**src/include/pmc_pkg.sv**
```systemverilog
// Constants and helpers for the performance monitor control block
package pmc_pkg;
   localparam int PMC_DATA_W = 32;
   localparam int PMC_SPRN_W = 10;
   localparam int PMC_TB_W = 64;
   localparam int PMC_NUM_CNT = 4;
   localparam int PMC_THRESH_W = 6;
   localparam int PMC_SEL1_W = 7;
   localparam int PMC_SEL2_W = 6;
   localparam int PMC_PICK_W = 2;

   // Special register numbers
   localparam logic [9:0] PMC_SPRN_PRIMARY = 10'h3B8;
   localparam logic [9:0] PMC_SPRN_MIRROR = 10'h3A8;

   localparam logic [31:0] PMC_RESET_VAL = 32'h0000_0000;

   // Field positions as data bit indices; bit 0 of the manual is data bit 31
   localparam int PMC_B_FREEZE_ALL = 31;
   localparam int PMC_B_FREEZE_SUP = 30;
   localparam int PMC_B_FREEZE_USR = 29;
   localparam int PMC_B_FREEZE_MRK = 28;
   localparam int PMC_B_FREEZE_UNM = 27;
   localparam int PMC_B_IRQ_EN = 26;
   localparam int PMC_B_STOP_IRQ = 25;
   localparam int PMC_F_PICK_LSB = 23;
   localparam int PMC_B_TB_EDGE = 22;
   localparam int PMC_F_THRESH_LSB = 16;
   localparam int PMC_B_FIRST_OVF = 15;
   localparam int PMC_B_UPPER_OVF = 14;
   localparam int PMC_B_HOLD_UPPER = 13;
   localparam int PMC_F_SEL1_LSB = 6;
   localparam int PMC_F_SEL2_LSB = 0;

   // Time base bit picks, manual numbering 63/55/51/47 from the top
   localparam logic [5:0] PMC_TB_IDX_0 = 6'h00;
   localparam logic [5:0] PMC_TB_IDX_1 = 6'h08;
   localparam logic [5:0] PMC_TB_IDX_2 = 6'h0C;
   localparam logic [5:0] PMC_TB_IDX_3 = 6'h10;

   typedef enum logic [1:0] {
      PMC_PICK_B63,
      PMC_PICK_B55,
      PMC_PICK_B51,
      PMC_PICK_B47
   } pmc_pick_t;

   function automatic logic [5:0] pmc_tb_index(input logic [1:0] pick);
      logic [5:0] idx;
      idx = PMC_TB_IDX_0;
      unique case (pmc_pick_t'(pick))
         PMC_PICK_B63: idx = PMC_TB_IDX_0;
         PMC_PICK_B55: idx = PMC_TB_IDX_1;
         PMC_PICK_B51: idx = PMC_TB_IDX_2;
         PMC_PICK_B47: idx = PMC_TB_IDX_3;
      endcase
      return idx;
   endfunction
endpackage

```
**src/include/pmc_tb_if.sv**
```systemverilog
// Carrier between control logic and the time base watcher
`timescale 1ns/1ns
interface pmc_tb_if;
   logic [63:0] timebase;
   logic [1:0] pick;
   logic rise;

   modport watch
   (
      input timebase,
      input pick,
      output rise
   );
   modport ctrl
   (
      output timebase,
      output pick,
      input rise
   );
endinterface

```
**src/rtl/pmc_tb_watch.sv**
```systemverilog
// Watches one selected time base bit for a zero-to-one transition
`timescale 1ns/1ns
module pmc_tb_watch
(
   input wire logic clk_sys_i,
   input wire logic rst_i,
   pmc_tb_if.watch tb
);
   import pmc_pkg::*;

   logic bit_now;
   logic prev_q;
   logic primed_q;
   logic [1:0] pick_q;

   assign bit_now = tb.timebase[pmc_tb_index(tb.pick)];

   ////////////////////////////////////////////////////////////////////
   // Unprimed after reset, and masked by the pick compare in the cycle a new pick arrives, so no false edge is seen
   always_ff @(posedge clk_sys_i)
   begin
      if (rst_i)
      begin
         prev_q <= 1'b0;
         primed_q <= 1'b0;
         pick_q <= 2'h0;
      end
      else
      begin
         prev_q <= bit_now;
         pick_q <= tb.pick;
         primed_q <= 1'b1;
      end
   end

   assign tb.rise = primed_q && (pick_q == tb.pick) && bit_now && !prev_q;
endmodule

```
**src/rtl/pmc_ctrl.sv**
```systemverilog
// Performance monitor primary control register and counting gates
`timescale 1ns/1ns
// What this block does
// - 32-bit supervisor register at special number 952
// - User software may read, never write
// - User mirror read at special number 936
// - Zero after reset; reads change nothing
// - Freeze-all bit stops every counter
// - Freeze counters in supervisor state
// - Freeze counters in user state
// - Freeze counters while process mark set
// - Freeze counters while process mark clear
// - Interrupt enable cleared by hardware on signal
// - Interrupt on enabled overflow or time base edge
// - Counter overflowed when its top bit set
// - Stop-on-interrupt halts the first counter
// - Two-bit field picks watched time base bit
// - Edge enable signals on rise; software-owned
// - Six-bit threshold supports 0 to 63
// - First counter overflow interrupt enable
// - Upper overflow enable overrides stop-on-interrupt for the upper counters only
// - Hold upper counters until trigger event
// - Event selectors for first two counters
module pmc_ctrl
(
   input wire logic clk_sys_i,
   input wire logic rst_i,
   input wire logic spr_wr_i,
   input wire logic spr_rd_i,
   input wire logic [pmc_pkg::PMC_SPRN_W-1:0] spr_num_i,
   input wire logic [pmc_pkg::PMC_DATA_W-1:0] spr_wdata_i,
   input wire logic privilege_state_bit_i,
   input wire logic process_mark_bit_i,
   input wire logic [pmc_pkg::PMC_TB_W-1:0] timebase_i,
   input wire logic [pmc_pkg::PMC_NUM_CNT-1:0] event_counter_top_i,
   output logic spr_ack_o,
   output logic spr_fault_o,
   output logic [pmc_pkg::PMC_DATA_W-1:0] spr_rdata_o,
   output logic [pmc_pkg::PMC_NUM_CNT-1:0] count_enable_o,
   output logic irq_o,
   output logic timebase_rise_o,
   output logic [pmc_pkg::PMC_THRESH_W-1:0] miss_threshold_o,
   output logic [pmc_pkg::PMC_SEL1_W-1:0] first_event_sel_o,
   output logic [pmc_pkg::PMC_SEL2_W-1:0] second_event_sel_o
);
   import pmc_pkg::*;

   ////////////////////////////////////////////////////////////////////
   // Declarations

   logic [PMC_DATA_W-1:0] monitor_control_primary_q;
   logic [PMC_DATA_W-1:0] monitor_control_primary_d;
   logic halted_q;
   logic halted_d;
   logic triggered_q;
   logic triggered_d;
   logic irq_q;
   logic ack_q;
   logic fault_q;
   logic [PMC_DATA_W-1:0] rdata_q;

   logic user_mode;
   logic hit_primary;
   logic hit_mirror;
   logic wr_ok;
   logic rd_ok;
   logic bad_access;

   logic freeze_all;
   logic freeze_in_supervisor;
   logic freeze_in_user;
   logic freeze_when_marked;
   logic freeze_when_unmarked;
   logic irq_signal_enable;
   logic stop_on_irq;
   logic irq_on_timebase_edge;
   logic first_overflow_irq_en;
   logic upper_overflow_irq_en;
   logic hold_upper_until_trigger;

   logic first_overflowed;
   logic upper_overflowed;
   logic irq_cause;
   logic irq_fire;
   logic any_freeze;
   logic first_halt;
   logic upper_halt;
   logic upper_hold;

   pmc_tb_if tb_link();

   ////////////////////////////////////////////////////////////////////
   // Field views of the control register

   assign freeze_all = monitor_control_primary_q[PMC_B_FREEZE_ALL];
   assign freeze_in_supervisor = monitor_control_primary_q[PMC_B_FREEZE_SUP];
   assign freeze_in_user = monitor_control_primary_q[PMC_B_FREEZE_USR];
   assign freeze_when_marked = monitor_control_primary_q[PMC_B_FREEZE_MRK];
   assign freeze_when_unmarked = monitor_control_primary_q[PMC_B_FREEZE_UNM];
   assign irq_signal_enable = monitor_control_primary_q[PMC_B_IRQ_EN];
   assign stop_on_irq = monitor_control_primary_q[PMC_B_STOP_IRQ];
   assign irq_on_timebase_edge = monitor_control_primary_q[PMC_B_TB_EDGE];
   assign first_overflow_irq_en = monitor_control_primary_q[PMC_B_FIRST_OVF];
   assign upper_overflow_irq_en = monitor_control_primary_q[PMC_B_UPPER_OVF];
   assign hold_upper_until_trigger =
      monitor_control_primary_q[PMC_B_HOLD_UPPER];

   assign miss_threshold_o =
      monitor_control_primary_q[PMC_F_THRESH_LSB +: PMC_THRESH_W];
   assign first_event_sel_o =
      monitor_control_primary_q[PMC_F_SEL1_LSB +: PMC_SEL1_W];
   assign second_event_sel_o =
      monitor_control_primary_q[PMC_F_SEL2_LSB +: PMC_SEL2_W];

   ////////////////////////////////////////////////////////////////////
   // Special register access decode

   assign user_mode = privilege_state_bit_i;
   assign hit_primary = (spr_num_i == PMC_SPRN_PRIMARY);
   assign hit_mirror = (spr_num_i == PMC_SPRN_MIRROR);

   assign wr_ok = spr_wr_i && hit_primary && !user_mode;
   assign rd_ok = spr_rd_i && ((hit_primary && !user_mode) || hit_mirror);
   // User touching the primary, or anyone writing the mirror
   assign bad_access = (spr_wr_i && (hit_mirror || (hit_primary && user_mode)))
      || (spr_rd_i && hit_primary && user_mode);

   ////////////////////////////////////////////////////////////////////
   // Time base watcher

   assign tb_link.timebase = timebase_i;
   assign tb_link.pick =
      monitor_control_primary_q[PMC_F_PICK_LSB +: PMC_PICK_W];

   pmc_tb_watch u_tb_watch
   (
      .clk_sys_i(clk_sys_i),
      .rst_i(rst_i),
      .tb(tb_link.watch)
   );

   assign timebase_rise_o = tb_link.rise;

   ////////////////////////////////////////////////////////////////////
   // Interrupt decision

   assign first_overflowed = event_counter_top_i[0];
   assign upper_overflowed = |event_counter_top_i[PMC_NUM_CNT-1:1];

   // first counter overflow gated by its enable
   // any upper counter overflow gated by its enable
   // edge enable allows time base cause
   assign irq_cause = (first_overflow_irq_en && first_overflowed)
      || (upper_overflow_irq_en && upper_overflowed)
      || (irq_on_timebase_edge && tb_link.rise);

   assign irq_fire = irq_signal_enable && irq_cause;

   always_ff @(posedge clk_sys_i)
   begin
      if (rst_i)
      begin
         irq_q <= 1'b0;
      end
      else
      begin
         irq_q <= irq_fire;
      end
   end

   assign irq_o = irq_q;

   ////////////////////////////////////////////////////////////////////
   // Control register update

   always_comb
   begin
      monitor_control_primary_d = monitor_control_primary_q;
      if (wr_ok)
      begin
         monitor_control_primary_d = spr_wdata_i;
      end
      if (irq_fire)
      begin
         monitor_control_primary_d[PMC_B_IRQ_EN] = 1'b0;
      end
   end

   // zero at reset, reads leave it alone
   always_ff @(posedge clk_sys_i)
   begin
      if (rst_i)
      begin
         monitor_control_primary_q <= PMC_RESET_VAL;
      end
      else
      begin
         monitor_control_primary_q <= monitor_control_primary_d;
      end
   end

   ////////////////////////////////////////////////////////////////////
   // Halt and trigger state; a new setting of the register restarts both

   always_comb
   begin
      halted_d = halted_q;
      if (wr_ok)
      begin
         halted_d = 1'b0;
      end
      if (irq_fire && stop_on_irq)
      begin
         halted_d = 1'b1;
      end
   end

   always_comb
   begin
      triggered_d = triggered_q;
      if (wr_ok)
      begin
         triggered_d = 1'b0;
      end
      // trigger on first overflow or signal
      if (first_overflowed || irq_fire)
      begin
         triggered_d = 1'b1;
      end
   end

   always_ff @(posedge clk_sys_i)
   begin
      if (rst_i)
      begin
         halted_q <= 1'b0;
         triggered_q <= 1'b0;
      end
      else
      begin
         halted_q <= halted_d;
         triggered_q <= triggered_d;
      end
   end

   ////////////////////////////////////////////////////////////////////
   // Counting gates

   assign any_freeze = freeze_all
      || (freeze_in_supervisor && !privilege_state_bit_i)
      || (freeze_in_user && privilege_state_bit_i)
      || (freeze_when_marked && process_mark_bit_i)
      || (freeze_when_unmarked && !process_mark_bit_i);

   // halt acts in the signalling cycle too
   assign first_halt = stop_on_irq && (halted_q || irq_fire);
   assign upper_halt = first_halt && !upper_overflow_irq_en;
   assign upper_hold = hold_upper_until_trigger && !triggered_q;

   always_comb
   begin
      count_enable_o = '0;
      count_enable_o[0] = !any_freeze && !first_halt;
      for (int i = 1; i < PMC_NUM_CNT; i++)
      begin
         count_enable_o[i] = !any_freeze && !upper_halt && !upper_hold;
      end
   end

   ////////////////////////////////////////////////////////////////////
   // Read answer, one cycle after the request

   always_ff @(posedge clk_sys_i)
   begin
      if (rst_i)
      begin
         ack_q <= 1'b0;
         fault_q <= 1'b0;
         rdata_q <= '0;
      end
      else
      begin
         ack_q <= wr_ok || rd_ok;
         fault_q <= bad_access;
         if (rd_ok)
         begin
            rdata_q <= monitor_control_primary_q;
         end
         else
         begin
            rdata_q <= '0;
         end
      end
   end

   assign spr_ack_o = ack_q;
   assign spr_fault_o = fault_q;
   assign spr_rdata_o = rdata_q;
endmodule

```
**config.mk**
```make
export PLATFORM = sky130hd
export DESIGN_NAME = pmc_ctrl
export DESIGN_NICKNAME = d
export VERILOG_FILES = /design/src/include/pmc_pkg.sv /design/src/include/pmc_tb_if.sv /design/src/rtl/pmc_tb_watch.sv /design/src/rtl/pmc_ctrl.sv
export SDC_FILE = /design/constraint.sdc
export NUM_CORES = 1
export LEC_CHECK = 0
export BUFFER_PORTS_ARGS = -buffer_cell sky130_fd_sc_hd__buf_4
export CAP_MARGIN = 10
export CORE_MARGIN = 1.5
export CORE_UTILIZATION = 33
export CTS_CLUSTER_DIAMETER = 30
export DETAILED_ROUTE_END_ITERATION = 12
export HOLD_SLACK_MARGIN = 0.03
export PLACE_DENSITY = 0.68
export RECOVER_POWER = 25
export REMOVE_ABC_BUFFERS = 1
export SKIP_LAST_GASP = 1
export SYNTH_ARGS = -nofsm -noshare
export SYNTH_HDL_FRONTEND = slang
export SYNTH_HIERARCHICAL = 1
export SYNTH_SLANG_ARGS = --single-unit
```
**constraint.sdc**
```tcl
create_clock -name clk_sys_i -period 2 [get_ports clk_sys_i]
set_input_delay 0 -clock clk_sys_i [delete_from_list [all_inputs] [get_ports clk_sys_i]]
set_output_delay 0 -clock clk_sys_i [all_outputs]
set_load 0.005 [all_outputs]
```
---- Word level (Yosys, flattened, before mapping) ----
Index checks and enable logic that the tools add are counted.
cells by class
  bitwise logic cells ..................... 1
  reductions and logical operators ........ 53
  multiplexer cells ....................... 7
  equal/unequal tests ..................... 6
  order comparisons ....................... 1
operator list
  kind                  number
  $logic_and 1x1->1     26
  $pmux 6 s4            1
  $eq 10x10->1 const B  2
  $logic_or 1x1->1      12
  $logic_not 1->1       9
  $lt 6x7->1 const B    1
  $bmux 1 s6            1
  $mux 1                5
  $eq 2x2->1 const B    2
  $reduce_bool 2->1     2
  $reduce_or 2->1       2
  $reduce_or 3->1       1
  $eq 2x1->1 const B    1
  $eq 2x2->1            1
  $logic_not 2->1       1
  $not 1->1             1
word-level totals
  output and inout port bits .............. 59
  logic and storage cells ................. 79
  bits in registers ....................... 73
  input port bits ......................... 116

---- Logic depth before layout (Yosys ltp) ----
  word-level depth ........................ 15
  mapped depth ............................ 11
  mapped depth without buffers ............ 9

---- Hierarchy ----
Netlist, hierarchy kept.
modules (own cells, without submodules)
  module        area each (µm²)  instances  cells an instance  seq. area each (µm²)
  pmc_ctrl      2491.1           1          266                1381.3
  pmc_tb_watch  224.0            1          21                 80.1

---- Worst setup path after synthesis ----
OpenSTA, ideal clock, no wires.
  kind .................................... register to output
  start point ............................. register monitor_control_primary_q[23]
  end point ............................... output count_enable_o[2] (netlist name)
  slack ................................... -0.129 ns
  buffers on the path ..................... 2
  stages on the path, launching flop included .. 12
  data required time ...................... 2.000 ns
  arrival time ............................ 2.129 ns
  cells stage by stage .................... dfxtp_1 > inv_1 > ha_1 > clkbuf_2 > mux2i_1 > mux4_2 > nor2_1 > a22o_1 > a21oi_1 > nor3b_1 > nor2_1 > buf_4
between the ends
  word-level cells in the longest chain between the ends .. 15
ends and longest elaborated chain
  element                             line                text
  from (decl)                         pmc_ctrl.sv:51      logic [PMC_DATA_W-1:0] monitor_control_primary_q;
  from (signal assigned)              pmc_ctrl.sv:198     monitor_control_primary_q <= monitor_control_primary_d;
  $eq 2x2->1 (tied with other cells)  pmc_pkg.sv:51       unique case (pmc_pick_t'(pick))
  $pmux 6 s4                          pmc_pkg.sv:51
  $bmux 1 s6                          pmc_tb_watch.sv:16  assign bit_now = tb.timebase[pmc_tb_index(tb.pick)];
  $mux 1 (implied by the code)        pmc_tb_watch.sv:16
  $logic_and 1x1->1 * (2 in series)   pmc_tb_watch.sv:36  assign tb.rise = primed_q && (pick_q == tb.pick) && bit_now && !prev_q;
  via timebase_rise_o                 pmc_ctrl.sv:41      output logic timebase_rise_o,
  $logic_and 1x1->1 *                 pmc_ctrl.sv:155     || (irq_on_timebase_edge && tb_link.rise);
  $logic_or 1x1->1 *                  pmc_ctrl.sv:155
  $logic_and 1x1->1 *                 pmc_ctrl.sv:157     assign irq_fire = irq_signal_enable && irq_cause;
  $logic_or 1x1->1 *                  pmc_ctrl.sv:256     assign first_halt = stop_on_irq && (halted_q || irq_fire);
  $logic_and 1x1->1 *                 pmc_ctrl.sv:256
  $logic_and 1x1->1 *                 pmc_ctrl.sv:257     assign upper_halt = first_halt && !upper_overflow_irq_en;
  $logic_not 1->1 *                   n/a
  $logic_and 1x1->1 * (2 in series)   n/a
  to (decl)                           pmc_ctrl.sv:39      output logic [pmc_pkg::PMC_NUM_CNT-1:0] count_enable_o,
Mark *: on every way through the listed nets, which the timed path passes. The rest lies on a longest branch. The select of a mux whose other input is x is not followed.

---- Worst setup path after layout ----
  start point ............................. register monitor_control_primary_q[23]
  end point ............................... output count_enable_o[0] (netlist name)
between the ends
  word-level cells in the longest chain between the ends .. 13
ends and longest elaborated chain
  element                             line                text
  $eq 2x2->1 (tied with other cells)  pmc_pkg.sv:51
  $pmux 6 s4                          pmc_pkg.sv:51
  $bmux 1 s6                          pmc_tb_watch.sv:16
  $mux 1 (implied by the code)        pmc_tb_watch.sv:16
  $logic_and 1x1->1 * (2 in series)   pmc_tb_watch.sv:36
  $logic_and 1x1->1 *                 pmc_ctrl.sv:155
  $logic_or 1x1->1 *                  pmc_ctrl.sv:155
  $logic_and 1x1->1 *                 pmc_ctrl.sv:157
  $logic_or 1x1->1 *                  pmc_ctrl.sv:256
  $logic_and 1x1->1 *                 pmc_ctrl.sv:256
  $logic_not 1->1 *                   pmc_ctrl.sv:263     count_enable_o[0] = !any_freeze && !first_halt;
  $logic_and 1x1->1 *                 pmc_ctrl.sv:263
Mark *: on every way between the ends. The rest lies on a longest branch, timed or not. The select of a mux whose other input is x is not followed.

==> results.ini <==
[sta]
post-route-min-period_ns=2.30
hold_violations=0
fin_ws_ns=-0.297
period_share=1.15
fin_skew_ns=0.00827
tightest_slew_ns=1.75
max_freq_ghz=0.435
relSlewSlack=-0.169
finalMaxSlewViolations=40
setup_viol=7
rsz0062_at_grt=true

[routing]
dr.pass1.iters=4
postRouteAntennaNets=0
first_iter_violations=32
routedWlPerCell_um=12.4
vias=2333
drc=0
via_per_inst=4.34
drt-total-wl_mm=6.68

[finish]
final_nets=548
num_antenna_cells=0
syn2layout_area_growth_pct=55.3
fin_cells=537
drive_gt1_frac=0.354

[placed_design]
dp.cells=482
place_hpwl_mm=4.51
place_ws_ns=-0.149
portBuffers=118
finalWeightedCongestion=0.733

[status]
outcome=finished, violations left
violations=capacitance limit, slew limit, setup timing

[power_and_ir_drop]
leakagePower_nw=1.79
vdd_drop_max_mv=0.408
power.density_nw_per_um2=749
power_mw=3.16

[job]
cap_violations=1

[worst_setup_path]
crit_path_start_kind=flop
cp_top_family=multiplexers
r2r-start=monitor_control_primary_q[23]
cp_data_arrival_time_ns=2.30
crit_fanout=4
r2r-end=triggered_q
cp_data_required_time_ns=2.00
cp_slowest_stage_delay_ns=0.52
worstSetupPathType=reg2out
rr_worst_depth=10
crit_slowest_cell=mux4_2
rrSetupSlack_ns=-0.02
critPathCaptureType=primary output
cp.buffers_inverters=2
crit_chain=inv_2, ha_4, mux2i_1, mux4_2, nor2_4, a22o_1, o21a_1, o21ai_1, and2_1, buf_4

[worst_hold_path]
min_from=privilege_state_bit_i
worstHoldPathCells=3
hold_class=in2reg
min_to=spr_fault_o

[logic_synthesis]
synthesis.instances=287
synth_top_area_frac=0.538
synth.cell_area_sq_um=2720
ys_top_cells_by_area=dfxtp_1, nand2_1, and2_1
async_reset_ff_frac=0
yosysMostFrequentCell=dfxtp_1
synth_common_cells=dfxtp_1, nand2_1, and2_1
yosys.area.top_type=dfxtp_1
synth-seq-cells=73
ys_types=37
syn_area_per_cell_sq_um=9.46
synth_top_flop_cell=dfxtp_1
ys_seq_area_frac=0.538
yosys_warnings=6
synth_edf_count=0

[grt]
grt_max_degree=40
antenna_found_initial=0
grt_pass1_wl_mm=10.6
globalRouteOverflowTotal=0
grt_pass1_vias=2319
track_usage=0.158

[floorplanning]
dieWidth_um=93.7
die_area_sq_um=8780
rows=32
fp.coreArea_sq_um=7850
io_pins=175
die_h_um=93.7
start_util=0.346

[clock_network]
clock_latency_ns=0.34
cts_tree=yes
cts_inserted_buffers=9
cts-root-buf=clkbuf_8
clk_path_buf_depth=2
cts.htree.levels=3
cts.sinks=73
clk_pin_slew_ns=0.08

-- metal layers --
metal	share of wire	track usage	vias to the layer above
li1	-	-	1197
met1	0.44	0.182	1043
met2	0.49	0.272	81
met3	0.057	0.0445	12
met4	0.018	0.0684	0
met5	0	0	-
-- where the power goes --
| part | switching, mW | internal (mW) | total (mW) |
|---|---|---|---|
| registers | 0.00137 | 1.46 | 1.46 |
| logic | 0.0581 | 0.135 | 0.193 |
| clock network | 0.553 | 0.957 | 1.51 |
| total | 0.612 | 2.55 | 3.16 |
-- area by class of cell --
type	instances	area, sq um
multi-input cells	174	1010
repair buffers	168	1340
inverters	4	15.0
flip-flops and latches	73	1460
fillers	713	3630
clock buffers	9	124
well taps	102	128
clock inverters	7	141
-- placed cells by master, fill, tap and decap left out, drive strengths merged, types with 5 or more instances in the layout --
cell type	Yosys	final
buf	25	103
and2	34	34
clkbuf	11	39
dlygate4sd3	0	35
a21oi	33	33
inv	4	5
nand2	63	63
dfxtp	73	73
nor2	7	7
mux2i	5	5
-- stage by stage --
step                hold WS, ns  TNS, ns   util  instance area, sq um
finish                   0.0689    -1.12  0.537                  4220
global route              0.101    -2.13  0.537                  4220
CTS                      0.0478    -1.22  0.538                  4220
detailed placement        0.245   -0.844  0.455                  3570
global placement          0.230   -0.409  0.455                  3570
floorplan                0.0565   -0.112      -                  2460
-- how the worst max path moves through the flow --
stage / start / end / depth (start not counted)
after floorplan: monitor_control_primary_q[23] / halted_q / 9
after global placement: monitor_control_primary_q[23] / count_enable_o[0] / 10
after detailed placement: monitor_control_primary_q[23] / count_enable_o[0] / 10
after CTS: monitor_control_primary_q[23] / count_enable_o[2] / 10
after global routing: monitor_control_primary_q[23] / count_enable_o[0] / 10
final: monitor_control_primary_q[23] / count_enable_o[0] / 10
-- worst min-delay path: cells and delay by family --
kind	cells	cell delay, ns
buf+inv	1	0.11
simple gates	2	0.24
-- logic make-up after synthesis --
family                   count (synthesis)  share of synthesized area
AO/OA/AOI/OAI                           42                     0.0880
multiplexers                             7                     0.0309
buffers and inverters                   40                      0.100
AND/OR/NAND/NOR                        121                      0.227
adder cells (fa/ha/maj)                  2                    0.00922
XOR/XNOR                                 2                    0.00645
flip-flops                              73                      0.538
-- what timing repair did --
item                                   4_1_cts  5_1_grt
setup endpoints to repair                    9        8
setup buffers                                3        3
cloned                                       0        0
endpoints found under the hold margin       34        0
hold buffers                                35        0
gates resized for setup                      7        3
pin swaps                                    8        4
(Power assumes the default switching activity.)
